`src/rtl/core_regs_cfg.svh`:
```
// Constants for the CPU core register set: addresses, bit positions,
// reset values and stack adjustments.
// Assumes it is included by its bare name from the design files.
`ifndef CORE_REGS_CFG_SVH
`define CORE_REGS_CFG_SVH

// ----------------------------------------------------------------
// Register space
// ----------------------------------------------------------------
`define CRS_FLAGS_ADDR     8'hF7
`define CRS_UNMAPPED_DATA  8'h00

// ----------------------------------------------------------------
// Flag bit positions
// ----------------------------------------------------------------
`define CRS_F_GIE          0
`define CRS_F_ZERO         1
`define CRS_F_CARRY        2
`define CRS_F_SUPER        3
`define CRS_F_BANK         4

// Bits that OR F / AND F may alter (super and reserved excluded)
`define CRS_F_WR_MASK      8'h17

// ----------------------------------------------------------------
// Reset values
// ----------------------------------------------------------------
`define CRS_FLAGS_RST      8'h02
`define CRS_BYTE_RST       8'h00
`define CRS_PC_RST         16'h0000

// ----------------------------------------------------------------
// Stack adjustments per instruction
// ----------------------------------------------------------------
`define CRS_SP_PUSH        8'h01
`define CRS_SP_CALL        8'h02
`define CRS_SP_RET         8'h02
`define CRS_SP_RETI        8'h03

`endif

```
`src/rtl/core_regs_pkg.sv`:
```
// Types shared by the CPU core register set and its ALU.
// Assumes core_regs_cfg.svh holds every numeric constant.
package core_regs_pkg;

  // Instruction classes that touch the core registers
  typedef enum logic [3:0] {
    OP_NOP,
    OP_ALU_A,
    OP_ALU_X,
    OP_MOV_X,
    OP_PUSH,
    OP_POP,
    OP_CALL,
    OP_LCALL,
    OP_JMP,
    OP_RET,
    OP_RETI,
    OP_ADD_SP,
    OP_SWAP_SP,
    OP_OR_F,
    OP_AND_F
  } op_t;

  // ALU functions; MOV passes the source through
  typedef enum logic [3:0] {
    ALU_MOV,
    ALU_ADD,
    ALU_ADC,
    ALU_SUB,
    ALU_SBB,
    ALU_AND,
    ALU_OR,
    ALU_XOR,
    ALU_ASL,
    ALU_ASR,
    ALU_RLC,
    ALU_RRC
  } alu_fn_t;

endpackage : core_regs_pkg

```
`src/rtl/core_alu.sv`:
```
// Combinational 8-bit ALU feeding the accumulator, index and flag updates.
// Assumes the caller registers every result it keeps.
`timescale 1ns/1ps
module core_alu #(
  parameter int DW = 8
) (
  input  wire logic [DW-1:0]          a,
  input  wire logic [DW-1:0]          b,
  input  wire logic                   c_in,
  input  wire core_regs_pkg::alu_fn_t fn,
  output logic      [DW-1:0]          res,
  output logic                        c_out,
  output logic                        c_wr,
  output logic                        z_wr
);
  import core_regs_pkg::*;

  logic [DW:0] wide; // Sum with carry out on top

  // ----------------------------------------------------------------
  // Function select
  // ----------------------------------------------------------------
  // Each function states its own effect on zero and carry
  always_comb begin
    wide  = '0;
    res   = b;
    c_out = c_in;
    c_wr  = 1'b0;
    z_wr  = 1'b0;
    case (fn)
      ALU_ADD, ALU_ADC: begin
        wide  = {1'b0, a} + {1'b0, b} + {{DW{1'b0}}, fn == ALU_ADC && c_in};
        res   = wide[DW-1:0];
        c_out = wide[DW];
        c_wr  = 1'b1;
        z_wr  = 1'b1;
      end
      ALU_SUB, ALU_SBB: begin
        wide  = {1'b0, a} - {1'b0, b} - {{DW{1'b0}}, fn == ALU_SBB && c_in};
        res   = wide[DW-1:0];
        c_out = wide[DW];      // Borrow reads as carry
        c_wr  = 1'b1;
        z_wr  = 1'b1;
      end
      // Logic ops leave carry alone
      ALU_AND: begin
        res  = a & b;
        z_wr = 1'b1;
      end
      ALU_OR: begin
        res  = a | b;
        z_wr = 1'b1;
      end
      ALU_XOR: begin
        res  = a ^ b;
        z_wr = 1'b1;
      end
      // Shifts act on the source operand
      ALU_ASL: begin
        res   = {b[DW-2:0], 1'b0};
        c_out = b[DW-1];
        c_wr  = 1'b1;
        z_wr  = 1'b1;
      end
      ALU_ASR: begin
        res   = {b[DW-1], b[DW-1:1]};
        c_out = b[0];
        c_wr  = 1'b1;
        z_wr  = 1'b1;
      end
      ALU_RLC: begin
        res   = {b[DW-2:0], c_in};
        c_out = b[DW-1];
        c_wr  = 1'b1;
        z_wr  = 1'b1;
      end
      ALU_RRC: begin
        res   = {c_in, b[DW-1:1]};
        c_out = b[0];
        c_wr  = 1'b1;
        z_wr  = 1'b1;
      end
      default: begin
        res = b;               // Plain move, no flag effect
      end
    endcase
  end

endmodule : core_alu

```
`src/rtl/cpu_core_register_set.sv`:
```
// Core register set: flags, program counter, accumulator, stack
// pointer and index, updated as instruction side effects; the super flag follows its entry/exit pins.
// Assumes the decoder on sys_clk issues one op per valid cycle with
// its source data already fetched; flags read back only at 0xF7.
`timescale 1ns/1ps
`include "core_regs_cfg.svh"
module cpu_core_register_set #(
  parameter int DW = 8,   // Datapath width
  parameter int PW = 16,  // Program counter width
  parameter int PM = 13   // Program address bits (8 Kbytes)
) (
  input  wire logic                    sys_clk,
  input  wire logic                    rstn,
  input  wire logic                    op_valid,
  input  wire core_regs_pkg::op_t      op_code,
  input  wire core_regs_pkg::alu_fn_t  alu_fn,
  input  wire logic [DW-1:0]           operand,
  input  wire logic                    op_indexed,
  input  wire logic [DW-1:0]           src_data,
  input  wire logic [PW-1:0]           jump_target,
  input  wire logic [1:0]              instr_len,
  input  wire logic                    super_enter,
  input  wire logic                    super_exit,
  input  wire logic                    irq_pending,
  input  wire logic                    reg_rd_en,
  input  wire logic [DW-1:0]           reg_rd_addr,
  output logic      [DW-1:0]           accumulator_q,
  output logic      [DW-1:0]           index_offset_q,
  output logic      [DW-1:0]           stack_top_pointer_q,
  output logic      [DW-1:0]           processor_flags_q,
  output logic      [DW-1:0]           program_counter_high_q,
  output logic      [DW-1:0]           program_counter_low_q,
  output logic      [PM-1:0]           prog_addr_q,
  output logic      [DW-1:0]           oper_addr_q,
  output logic                         global_interrupt_enable_q,
  output logic                         register_bank_select_q,
  output logic                         irq_accept_q,
  output logic      [DW-1:0]           reg_rd_data_q
);
  import core_regs_pkg::*;

  // ----------------------------------------------------------------
  // State
  // ----------------------------------------------------------------
  logic [DW-1:0] acc_q, acc_d;           // Accumulator
  logic [DW-1:0] idx_q, idx_d;           // Index
  logic [DW-1:0] sp_q, sp_d;             // Stack pointer
  logic [DW-1:0] flg_q, flg_d;           // Flags
  logic [PW-1:0] pc_q, pc_d;             // Program counter
  logic [DW-1:0] addr_q, addr_d;         // Operand address
  logic          irqa_q, irqa_d;         // Interrupt accepted
  logic [DW-1:0] rdat_q, rdat_d;         // Register read data

  // ALU hookup
  logic [DW-1:0] alu_a;
  logic [DW-1:0] alu_res;
  logic          alu_c;
  logic          alu_cwr;
  logic          alu_zwr;

  // Flags reach the register space only at one address
  function automatic logic is_flags_addr(input logic [DW-1:0] a);
    return a == `CRS_FLAGS_ADDR;
  endfunction : is_flags_addr

  // ----------------------------------------------------------------
  // ALU
  // ----------------------------------------------------------------
  // X-destination ops work on index, all others on the accumulator
  assign alu_a = (op_code == OP_ALU_X) ? idx_q : acc_q;

  core_alu #(
    .DW (DW)
  ) u_alu (
    .a     (alu_a),
    .b     (src_data),
    .c_in  (flg_q[`CRS_F_CARRY]),
    .fn    (alu_fn),
    .res   (alu_res),
    .c_out (alu_c),
    .c_wr  (alu_cwr),
    .z_wr  (alu_zwr)
  );

  // ----------------------------------------------------------------
  // Next-state logic
  // ----------------------------------------------------------------
  // No register-space write path exists at all, so the core set can only
  // move through the op decode and the super entry/exit pins below
  always_comb begin
    acc_d  = acc_q;
    idx_d  = idx_q;
    sp_d   = sp_q;
    flg_d  = flg_q;
    pc_d   = pc_q;
    addr_d = addr_q;
    // Indexed modes add X to the operand, else operand as is
    addr_d = op_indexed ? operand + idx_q : operand;
    if (op_valid) begin
      // Sequential fetch; wraps at 16 bits
      pc_d = pc_q + {{(PW-2){1'b0}}, instr_len};
      case (op_code)
        OP_ALU_A: begin
          acc_d = alu_res;
          if (alu_cwr) flg_d[`CRS_F_CARRY] = alu_c;
          if (alu_zwr) flg_d[`CRS_F_ZERO] = (alu_res == '0);
        end
        OP_ALU_X: begin
          idx_d = alu_res;
          if (alu_cwr) flg_d[`CRS_F_CARRY] = alu_c;
          if (alu_zwr) flg_d[`CRS_F_ZERO] = (alu_res == '0);
        end
        OP_MOV_X: begin
          idx_d = src_data;
        end
        // Stack traffic moves the top-of-stack address
        OP_PUSH: begin
          sp_d = sp_q + `CRS_SP_PUSH;
        end
        OP_POP: begin
          acc_d = src_data;
          sp_d  = sp_q - `CRS_SP_PUSH;
        end
        OP_CALL, OP_LCALL: begin
          sp_d = sp_q + `CRS_SP_CALL;
          pc_d = jump_target;
        end
        OP_JMP: begin
          pc_d = jump_target;
        end
        OP_RET: begin
          sp_d = sp_q - `CRS_SP_RET;
          pc_d = jump_target;
        end
        OP_RETI: begin
          sp_d = sp_q - `CRS_SP_RETI;
          pc_d = jump_target;
        end
        OP_ADD_SP: begin
          sp_d = sp_q + src_data;
        end
        OP_SWAP_SP: begin
          sp_d  = acc_q;
          acc_d = sp_q;
        end
        // Only the masked bits move; super and reserved hold
        OP_OR_F: begin
          flg_d = flg_q | (src_data & `CRS_F_WR_MASK);
        end
        OP_AND_F: begin
          flg_d = flg_q & (src_data | ~`CRS_F_WR_MASK);
        end
        default: begin
          flg_d = flg_q;                            // No core effect
        end
      endcase
    end
    // Super bit follows the hardware entry/exit pins only
    if (super_enter) begin
      flg_d[`CRS_F_SUPER] = 1'b1;
    end else if (super_exit) begin
      flg_d[`CRS_F_SUPER] = 1'b0;
    end
    // Reserved bits always read zero
    flg_d[DW-1:`CRS_F_BANK+1] = '0;
  end

  // Interrupt gate and register-space readback
  always_comb begin
    irqa_d = irq_pending & flg_q[`CRS_F_GIE];
    rdat_d = rdat_q;
    // Unmapped reads answer zero; of the core set only the flags are visible
    if (reg_rd_en) begin
      rdat_d = is_flags_addr(reg_rd_addr) ? flg_q : `CRS_UNMAPPED_DATA;
    end
  end

  // ----------------------------------------------------------------
  // Registers
  // ----------------------------------------------------------------
  // Reset leaves only the zero flag set
  always_ff @(posedge sys_clk) begin
    if (!rstn) begin
      acc_q  <= `CRS_BYTE_RST;
      idx_q  <= `CRS_BYTE_RST;
      sp_q   <= `CRS_BYTE_RST;
      flg_q  <= `CRS_FLAGS_RST;
      pc_q   <= `CRS_PC_RST;
      addr_q <= `CRS_BYTE_RST;
      irqa_q <= 1'b0;
      rdat_q <= `CRS_BYTE_RST;
    end else begin
      acc_q  <= acc_d;
      idx_q  <= idx_d;
      sp_q   <= sp_d;
      flg_q  <= flg_d;
      pc_q   <= pc_d;
      addr_q <= addr_d;
      irqa_q <= irqa_d;
      rdat_q <= rdat_d;
    end
  end

  // ----------------------------------------------------------------
  // Outputs, all straight from flip-flops
  // ----------------------------------------------------------------
  assign accumulator_q             = acc_q;
  assign index_offset_q            = idx_q;
  assign stack_top_pointer_q       = sp_q;
  assign processor_flags_q         = flg_q;
  assign program_counter_high_q    = pc_q[PW-1:DW];
  assign program_counter_low_q     = pc_q[DW-1:0];
  assign prog_addr_q               = pc_q[PM-1:0];
  assign oper_addr_q               = addr_q;
  assign global_interrupt_enable_q = flg_q[`CRS_F_GIE];
  assign register_bank_select_q    = flg_q[`CRS_F_BANK];
  assign irq_accept_q              = irqa_q;
  assign reg_rd_data_q             = rdat_q;
endmodule : cpu_core_register_set

```
`config.mk`:
```
export PLATFORM = sky130hd
export DESIGN_NAME = cpu_core_register_set
export DESIGN_NICKNAME = d
export VERILOG_FILES = /design/src/rtl/core_regs_pkg.sv /design/src/rtl/core_alu.sv /design/src/rtl/cpu_core_register_set.sv
export VERILOG_INCLUDE_DIRS = /design/src /design/src/rtl
export SDC_FILE = /design/constraint.sdc
export NUM_CORES = 1
export LEC_CHECK = 0
export BUFFER_PORTS_ARGS = -buffer_cell sky130_fd_sc_hd__buf_2
export CORE_MARGIN = 2
export CORE_UTILIZATION = 45
export DETAILED_ROUTE_END_ITERATION = 8
export GPL_TIMING_DRIVEN = 0
export PLACE_DENSITY = 0.66
export SYNTH_ARGS = -nofsm -noshare
export SYNTH_HDL_FRONTEND = slang
export SYNTH_SLANG_ARGS = --single-unit
export TNS_END_PERCENT = 100
```
`constraint.sdc`:
```
create_clock -name sys_clk -period 3.3 [get_ports sys_clk]
set_input_delay 0 -clock sys_clk [delete_from_list [all_inputs] [get_ports sys_clk]]
set_output_delay 0 -clock sys_clk [all_outputs]
set_load 0.1 [all_outputs]
```
Yosys cells after proc, flatten, opt, wreduce, memory -nomap -nowiden
Index checks and enable logic that the tools add are counted.
- input port bits: 58
- logic and storage cells: 103
- output and inout bits: 80
- register bits: 62
- reductions and logical operators: 26
- bitwise logic cells: 6
- add/sub/neg operators: 12
- equal/unequal tests: 29
- mux-type cells: 19
- operator list (operator ; count):
    $pmux W8 S9 ; 1
    $pmux W8 S7 ; 1
    $eq A4 B4 Y1 const B ; 11
    $eq A4 B3 Y1 const B ; 8
    $pmux W8 S3 ; 1
    $add A16 B2 Y16 ; 1
    $add A8 B8 Y8 ; 2
    $eq A4 B2 Y1 const B ; 4
    $mux W16 ; 1
    $mux W8 ; 2
    $pmux W8 S2 ; 1
    $sub A8 B2 Y8 const B ; 2
    $reduce_or A2 Y1 ; 6
    $reduce_or A11 Y1 ; 1
    $reduce_and A2 Y1 ; 5
    $add A8 B8 Y9 ; 1
    $add A9 B1 Y9 ; 1
    $reduce_bool A3 Y1 ; 3
    $sub A8 B8 Y9 ; 1
    $sub A9 B1 Y9 ; 1
    $add A8 B1 Y8 const B ; 1
    $add A8 B2 Y8 const B ; 1
    $and A8 B8 Y8 ; 1
    $eq A4 B1 Y1 const B ; 2
    25 further kinds ; 33

Depth between registers and ports, before layout
- word-level depth: 11
- depth in mapped cells: 15
- mapped depth without buffers: 13

Modules after synthesis
A second synthesis with hierarchy kept.
- cell total of the unflattened synthesis: 757
- area, all modules: 5928.2 um2
- by module, submodules not included (module ; cells each ; area each (um2) ; times used ; seq. area each (um2)):
    cpu_core_register_set ; 524 ; 4290.4 ; 1 ; 1181.1
    core_alu ; 233 ; 1637.8 ; 1 ; 0.0

Worst setup path before layout
No wires, ideal clock.
- kind: register to register
- start: register idx_q[3] (netlist: index_offset_q[3])
- end: register flg_q[1] (netlist: processor_flags_q[1])
- required time: 3.243 ns
- stages on the path, launching flop included: 10
- data arrival time: 3.242 ns
- library setup time: 0.057 ns
- path buffers: 0
- slack: 0.000 ns
- clock period less this slack: 3.300 ns
- path through: dfxtp_1 mux2i_1 ha_1 ha_1 a2111o_1 and2_1 a211oi_2 a31oi_1 nor4_1 a21o_1
- word-level cells in the longest chain between the ends: 7
- elaborated cells between the ends (all ways): 12
- those cells by class: add/sub (4); mux (4); bitwise (3); reduce/logical (1)
- ends and longest elaborated chain (item ; line ; source):
    start: declaration ; cpu_core_register_set.sv:46 ; logic [DW-1:0] idx_q, idx_d;
    start signal: assignment ; cpu_core_register_set.sv:185 ; idx_q <= `CRS_BYTE_RST;
    start signal: assignment ; cpu_core_register_set.sv:194 ; idx_q <= idx_d;
    $mux W8 (*) ; cpu_core_register_set.sv:70 ; assign alu_a = (op_code == OP_ALU_X) ? idx_q : acc_q;
    $sub A8 B8 Y9 or $add A8 B8 Y9 (tied branches) ; core_alu.sv:39, core_alu.sv:32 ;
    $sub A9 B1 Y9 or $add A9 B1 Y9 (tied branches) ; core_alu.sv:39, core_alu.sv:32 ;
    $pmux W8 S9 (*) ; core_alu.sv:30 ; case (fn)
    $logic_not A8 Y1 (*) ; cpu_core_register_set.sv:106, cpu_core_register_set.sv:111 ;
    $mux W1 (*) ; cpu_core_register_set.sv:106, cpu_core_register_set.sv:111 ;
    $pmux W2 S3 (*) ; cpu_core_register_set.sv:102 ; case (op_code)
    end signal: assignment ; cpu_core_register_set.sv:187 ; flg_q <= `CRS_FLAGS_RST;
    end signal: assignment ; cpu_core_register_set.sv:196 ; flg_q <= flg_d;
    end: declaration ; cpu_core_register_set.sv:48 ; logic [DW-1:0] flg_q, flg_d;
Every way passes the cells marked *; elsewhere a longest branch is shown, timed or not. The select of a mux whose other input is x is not followed.
A chain may end at the register's enable or synchronous reset.

Final worst setup path
- start: input port op_code[2]
- end: register idx_q[6] (netlist: index_offset_q[6])
- word-level cells in the longest chain between the ends: 6
- elaborated cells between the ends (all ways): 14
- those cells by class: add/sub (4); eq/ne (2); mux (3); bitwise (3); reduce/logical (2)
- ends and longest elaborated chain (item ; line ; source):
    start: declaration ; cpu_core_register_set.sv:15 ; input wire core_regs_pkg::op_t op_code,
    $eq A4 B2 Y1 ; cpu_core_register_set.sv:70, cpu_core_register_set.sv:102 ;
    $mux W8 ; cpu_core_register_set.sv:70 ;
    $sub A8 B8 Y9 or $add A8 B8 Y9 (tied branches) ; core_alu.sv:39, core_alu.sv:32 ;
    $sub A9 B1 Y9 or $add A9 B1 Y9 (tied branches) ; core_alu.sv:39, core_alu.sv:32 ;
    $pmux W8 S9 ; core_alu.sv:30 ;
    $pmux W8 S2 ; cpu_core_register_set.sv:102 ;
Several ways; a longest one is shown, not always the timed one.

==> results.yml <==
outcome:
  status: "finished clean"
grt:
  grt_max_degree: 11
  grt_pass1_vias: 5603
  grtUsageTotal: 0.263
  grt_pass1_wl_um: 30000
  overflow: 0
  antenna_found_initial: 0
placed_design:
  place_congestion: 0.944
  placed_area_um2: 6870
  post-dp-hpwl_um: 14600
  portBuffers: 128
floorplan:
  fp-row-count: 42
  core_area_um2: 13100
  die-height_um: 119
  initial_core_util: 0.456
  io_pins: 138
  fp.dieW_um: 119
  die_area_um2: 14200
pwr:
  p_total_mw: 2.80
  ir_drop_v: 0.000248
  leakage_nw: 3.36
  powerDensity_nw_per_um2: 384
detailed_routing:
  route.final.wire_length_um: 19100
  drt_first_iter_violations: 628
  postRouteAntennaNets: 0
  drcViolationCount: 0
  dr.pass1.iters: 7
  viasPerCell: 5.73
  vias: 6405
  wl_per_cell_um: 17.1
yosys:
  ys_ff_latch: 59
  synthFlopType: "dfxtp_1"
  synth_edf_count: 0
  synthTopCellsByArea: "dfxtp_1 (20%), ha_1 (10%), o21ai_0 (5.0%), nor2b_1 (4.3%), a21oi_1 (3.8%)"
  ys_warn_count: 0
  synthDistinctLibCells: 81
  syn_inst: 782
  ys_seq_area_frac: 0.197
  synth_top_cell_area_share: 0.197
  synth.cell_area_um2: 5990
  avgSynthCellArea_um2: 7.66
  synth_top_area_cell: "dfxtp_1"
  async_flop_share: 0
timing:
  min_period_over_period: 0.991
  finalHoldViolations: 0
  setup_viol: 0
  min_period_ns: 3.27
  timing.hold.ws_ns: 0.00700
  relSlewSlack: 0.482
  finalClockSkew_ns: 0.00531
  grt_setup_unrepaired: "true"
  tns_ns: 0
  clock.fmax_ghz: 0.306
  report.final.slew_viol_count: 0
  worst_pin_slew_ns: 0.769
critical_path:
  crit-reg2reg-launch: "accumulator_q[0]"
  start_kind: "primary input"
  crit_path_cell_trace: "buf_2 > buf_6 > nor4b_4 > buf_6 > mux2i_2 > inv_1 > fa_1 > fa_1 > a211oi_2 > o21a_1 > o2111ai_1 > a31oi_2 > o221ai_1 > a21boi_1"
  crit_fanout: 10
  path_class: "in -> reg"
  crit_arrival_ns: 3.53
  r2r_slack_ns: 0.06
  required_ns: 3.56
  slowest_delay_ns: 0.48
  reg2regPathDepth: 10
  crit_slowest_cell: "fa_1"
  cp-end-kind: "register"
  worst_r2r_endpoint: "index_offset_q[6]"
cts:
  cts_buffers: 9
  cts.sinks: 59
  htree_levels: 3
  clk_path_buf_depth: 2
  clk_pin_slew_ns: 0.05
  cts_tree: "yes"
  cts.root.buffer_cell: "clkbuf_16"
  insertion_delay_ns: 0.33
worst_hold_path:
  holdPathStages: 4
  holdPathEnd: "pc_q[0]"
  hp-start: "jump_target[0]"
  hp-class: "in -> reg"
final_layout:
  final_nets: 1052
  drive_above_1_share: 0.217
  fin_util: 0.555
  area_growth_pct: 21.7
  final_cell_area_um2: 7290
flow_run:
  drv_cap: 0
-- per-layer routing --
metal  track usage  wire, um  share of wire  vias up
li1              -         -              -     3133
met1         0.379      8980           0.47     2938
met2         0.409      8280           0.43      296
met3        0.0460      1480          0.077       38
met4        0.0625       400          0.021        0
met5             0         0              0        -
-- area by class of cell --
class | count | area (um^2)
fill | 1274 | 5850
multi-input combinational | 613 | 4290
sequential | 59 | 1180
timing repair buffer | 139 | 751
buffer | 63 | 364
clock buffer | 13 | 270
tap | 176 | 220
inverter | 52 | 195
clock inverter | 2 | 10.0
antenna | 1 | 2.50
-- Yosys cell counts (all sizes together), types with 9 or more instances --
| cell | instances |
|---|---|
| and3 | 9 |
| a211oi | 9 |
| clkbuf | 19 |
| nand2 | 55 |
| mux2i | 20 |
| nor3 | 22 |
| nand3 | 16 |
| xnor2 | 14 |
| a21boi | 9 |
| buf | 44 |
| dfxtp | 59 |
| nor2b | 41 |
| inv | 52 |
| o21ai | 67 |
| a21oi | 47 |
| nand2b | 14 |
| a22oi | 19 |
| nor2 | 50 |
| ha | 49 |
| a31oi | 15 |
-- repair_timing --
item                                   in CTS  in global routing
pin swaps                                   0                  1
buffers inserted                            0                  0
resized for setup                           3                  3
hold buffers                               11                  0
endpoints found under the hold margin       9                  0
setup endpoints to repair                   6                  6
-- worst max path at each step --
stage                                 to  slack [ns]  depth (start not counted)               from
detailed placement     index_offset_q[6]       -0.49                         14         op_code[2]
floorplan           processor_flags_q[1]      0.0002                          9  index_offset_q[3]
CTS                 processor_flags_q[1]        0.03                         16         op_code[2]
global route           index_offset_q[6]       -0.06                         16         op_code[2]
global placement       index_offset_q[6]       -0.47                         14         op_code[2]
finish                 index_offset_q[6]        0.03                         14         op_code[2]
-- worst max-delay path, delay by kind of cell --
kind	cells	cell delay (ns)
AO/OA/AOI/OAI	6	1.46
buffers and inverters	4	0.59
AND/OR/NAND/NOR	1	0.25
adder cells (fa/ha/maj)	2	0.95
multiplexers	1	0.27
-- cell families (layout without fill, tap and decap cells) --
kind of cell    Yosys count  count (layout)  synth area share
flops                    59              59             0.197
compound gates          255             255             0.287
simple gates            249             249             0.219
fa+ha+maj                57              57             0.129
xor+xnor                 21              21            0.0307
buf+inv                 115             269            0.0934
mux                      25              25            0.0428
other cells               1               7          0.000626
-- report_power, final --
part | internal [mW] | switching (mW) | total, mW
Sequential | 0.750 | 0.0502 | 0.800
Clock | 0.562 | 0.329 | 0.891
Combinational | 0.332 | 0.774 | 1.11
Total | 1.64 | 1.15 | 2.80
-- cells in the final DEF, fill, tap and decap left out, types with 5 or more instances in the layout --
cell type      count
a211oi_1           6
a21boi_1           5
a21o_1             8
a21oi_1           45
a221oi_1           7
a22o_1             8
a22oi_1           19
a31oi_1           14
and3_1             9
buf_2            143
buf_4             23
clkbuf_1          20
clkbuf_16          9
conb_1             6
dfxtp_1           59
dlygate4sd3_1     11
fa_1               8
ha_1              49
inv_1             52
mux2i_1           19
nand2_1           54
nand2b_1          14
nand3_1           16
nand3b_1           5
nor2_1            50
nor2b_1           41
nor3_1            21
nor4_1             5
o211ai_1           7
o21ai_0           59
o21ai_1            7
o221ai_1           6
o31ai_1            5
or3_1              7
xnor2_1           14
xor2_1             7
-- per-stage QoR --
stage                     cells  setup slack (ns)
after floorplan             787          0.000228
after global placement     1091            -0.473
after detailed placement   1091            -0.490
after CTS                  1117            0.0345
after global routing       1117           -0.0635
final                      1118            0.0301
-- flip-flops by register name, summed over array words and instances, names as in the netlist --
signal	flops
accumulator_q	8
index_offset_q	8
irq_accept_q	1
oper_addr_q	8
pc_q	16
processor_flags_q	5
reg_rd_data_q	5
stack_top_pointer_q	8
(Power assumes the default switching activity.)
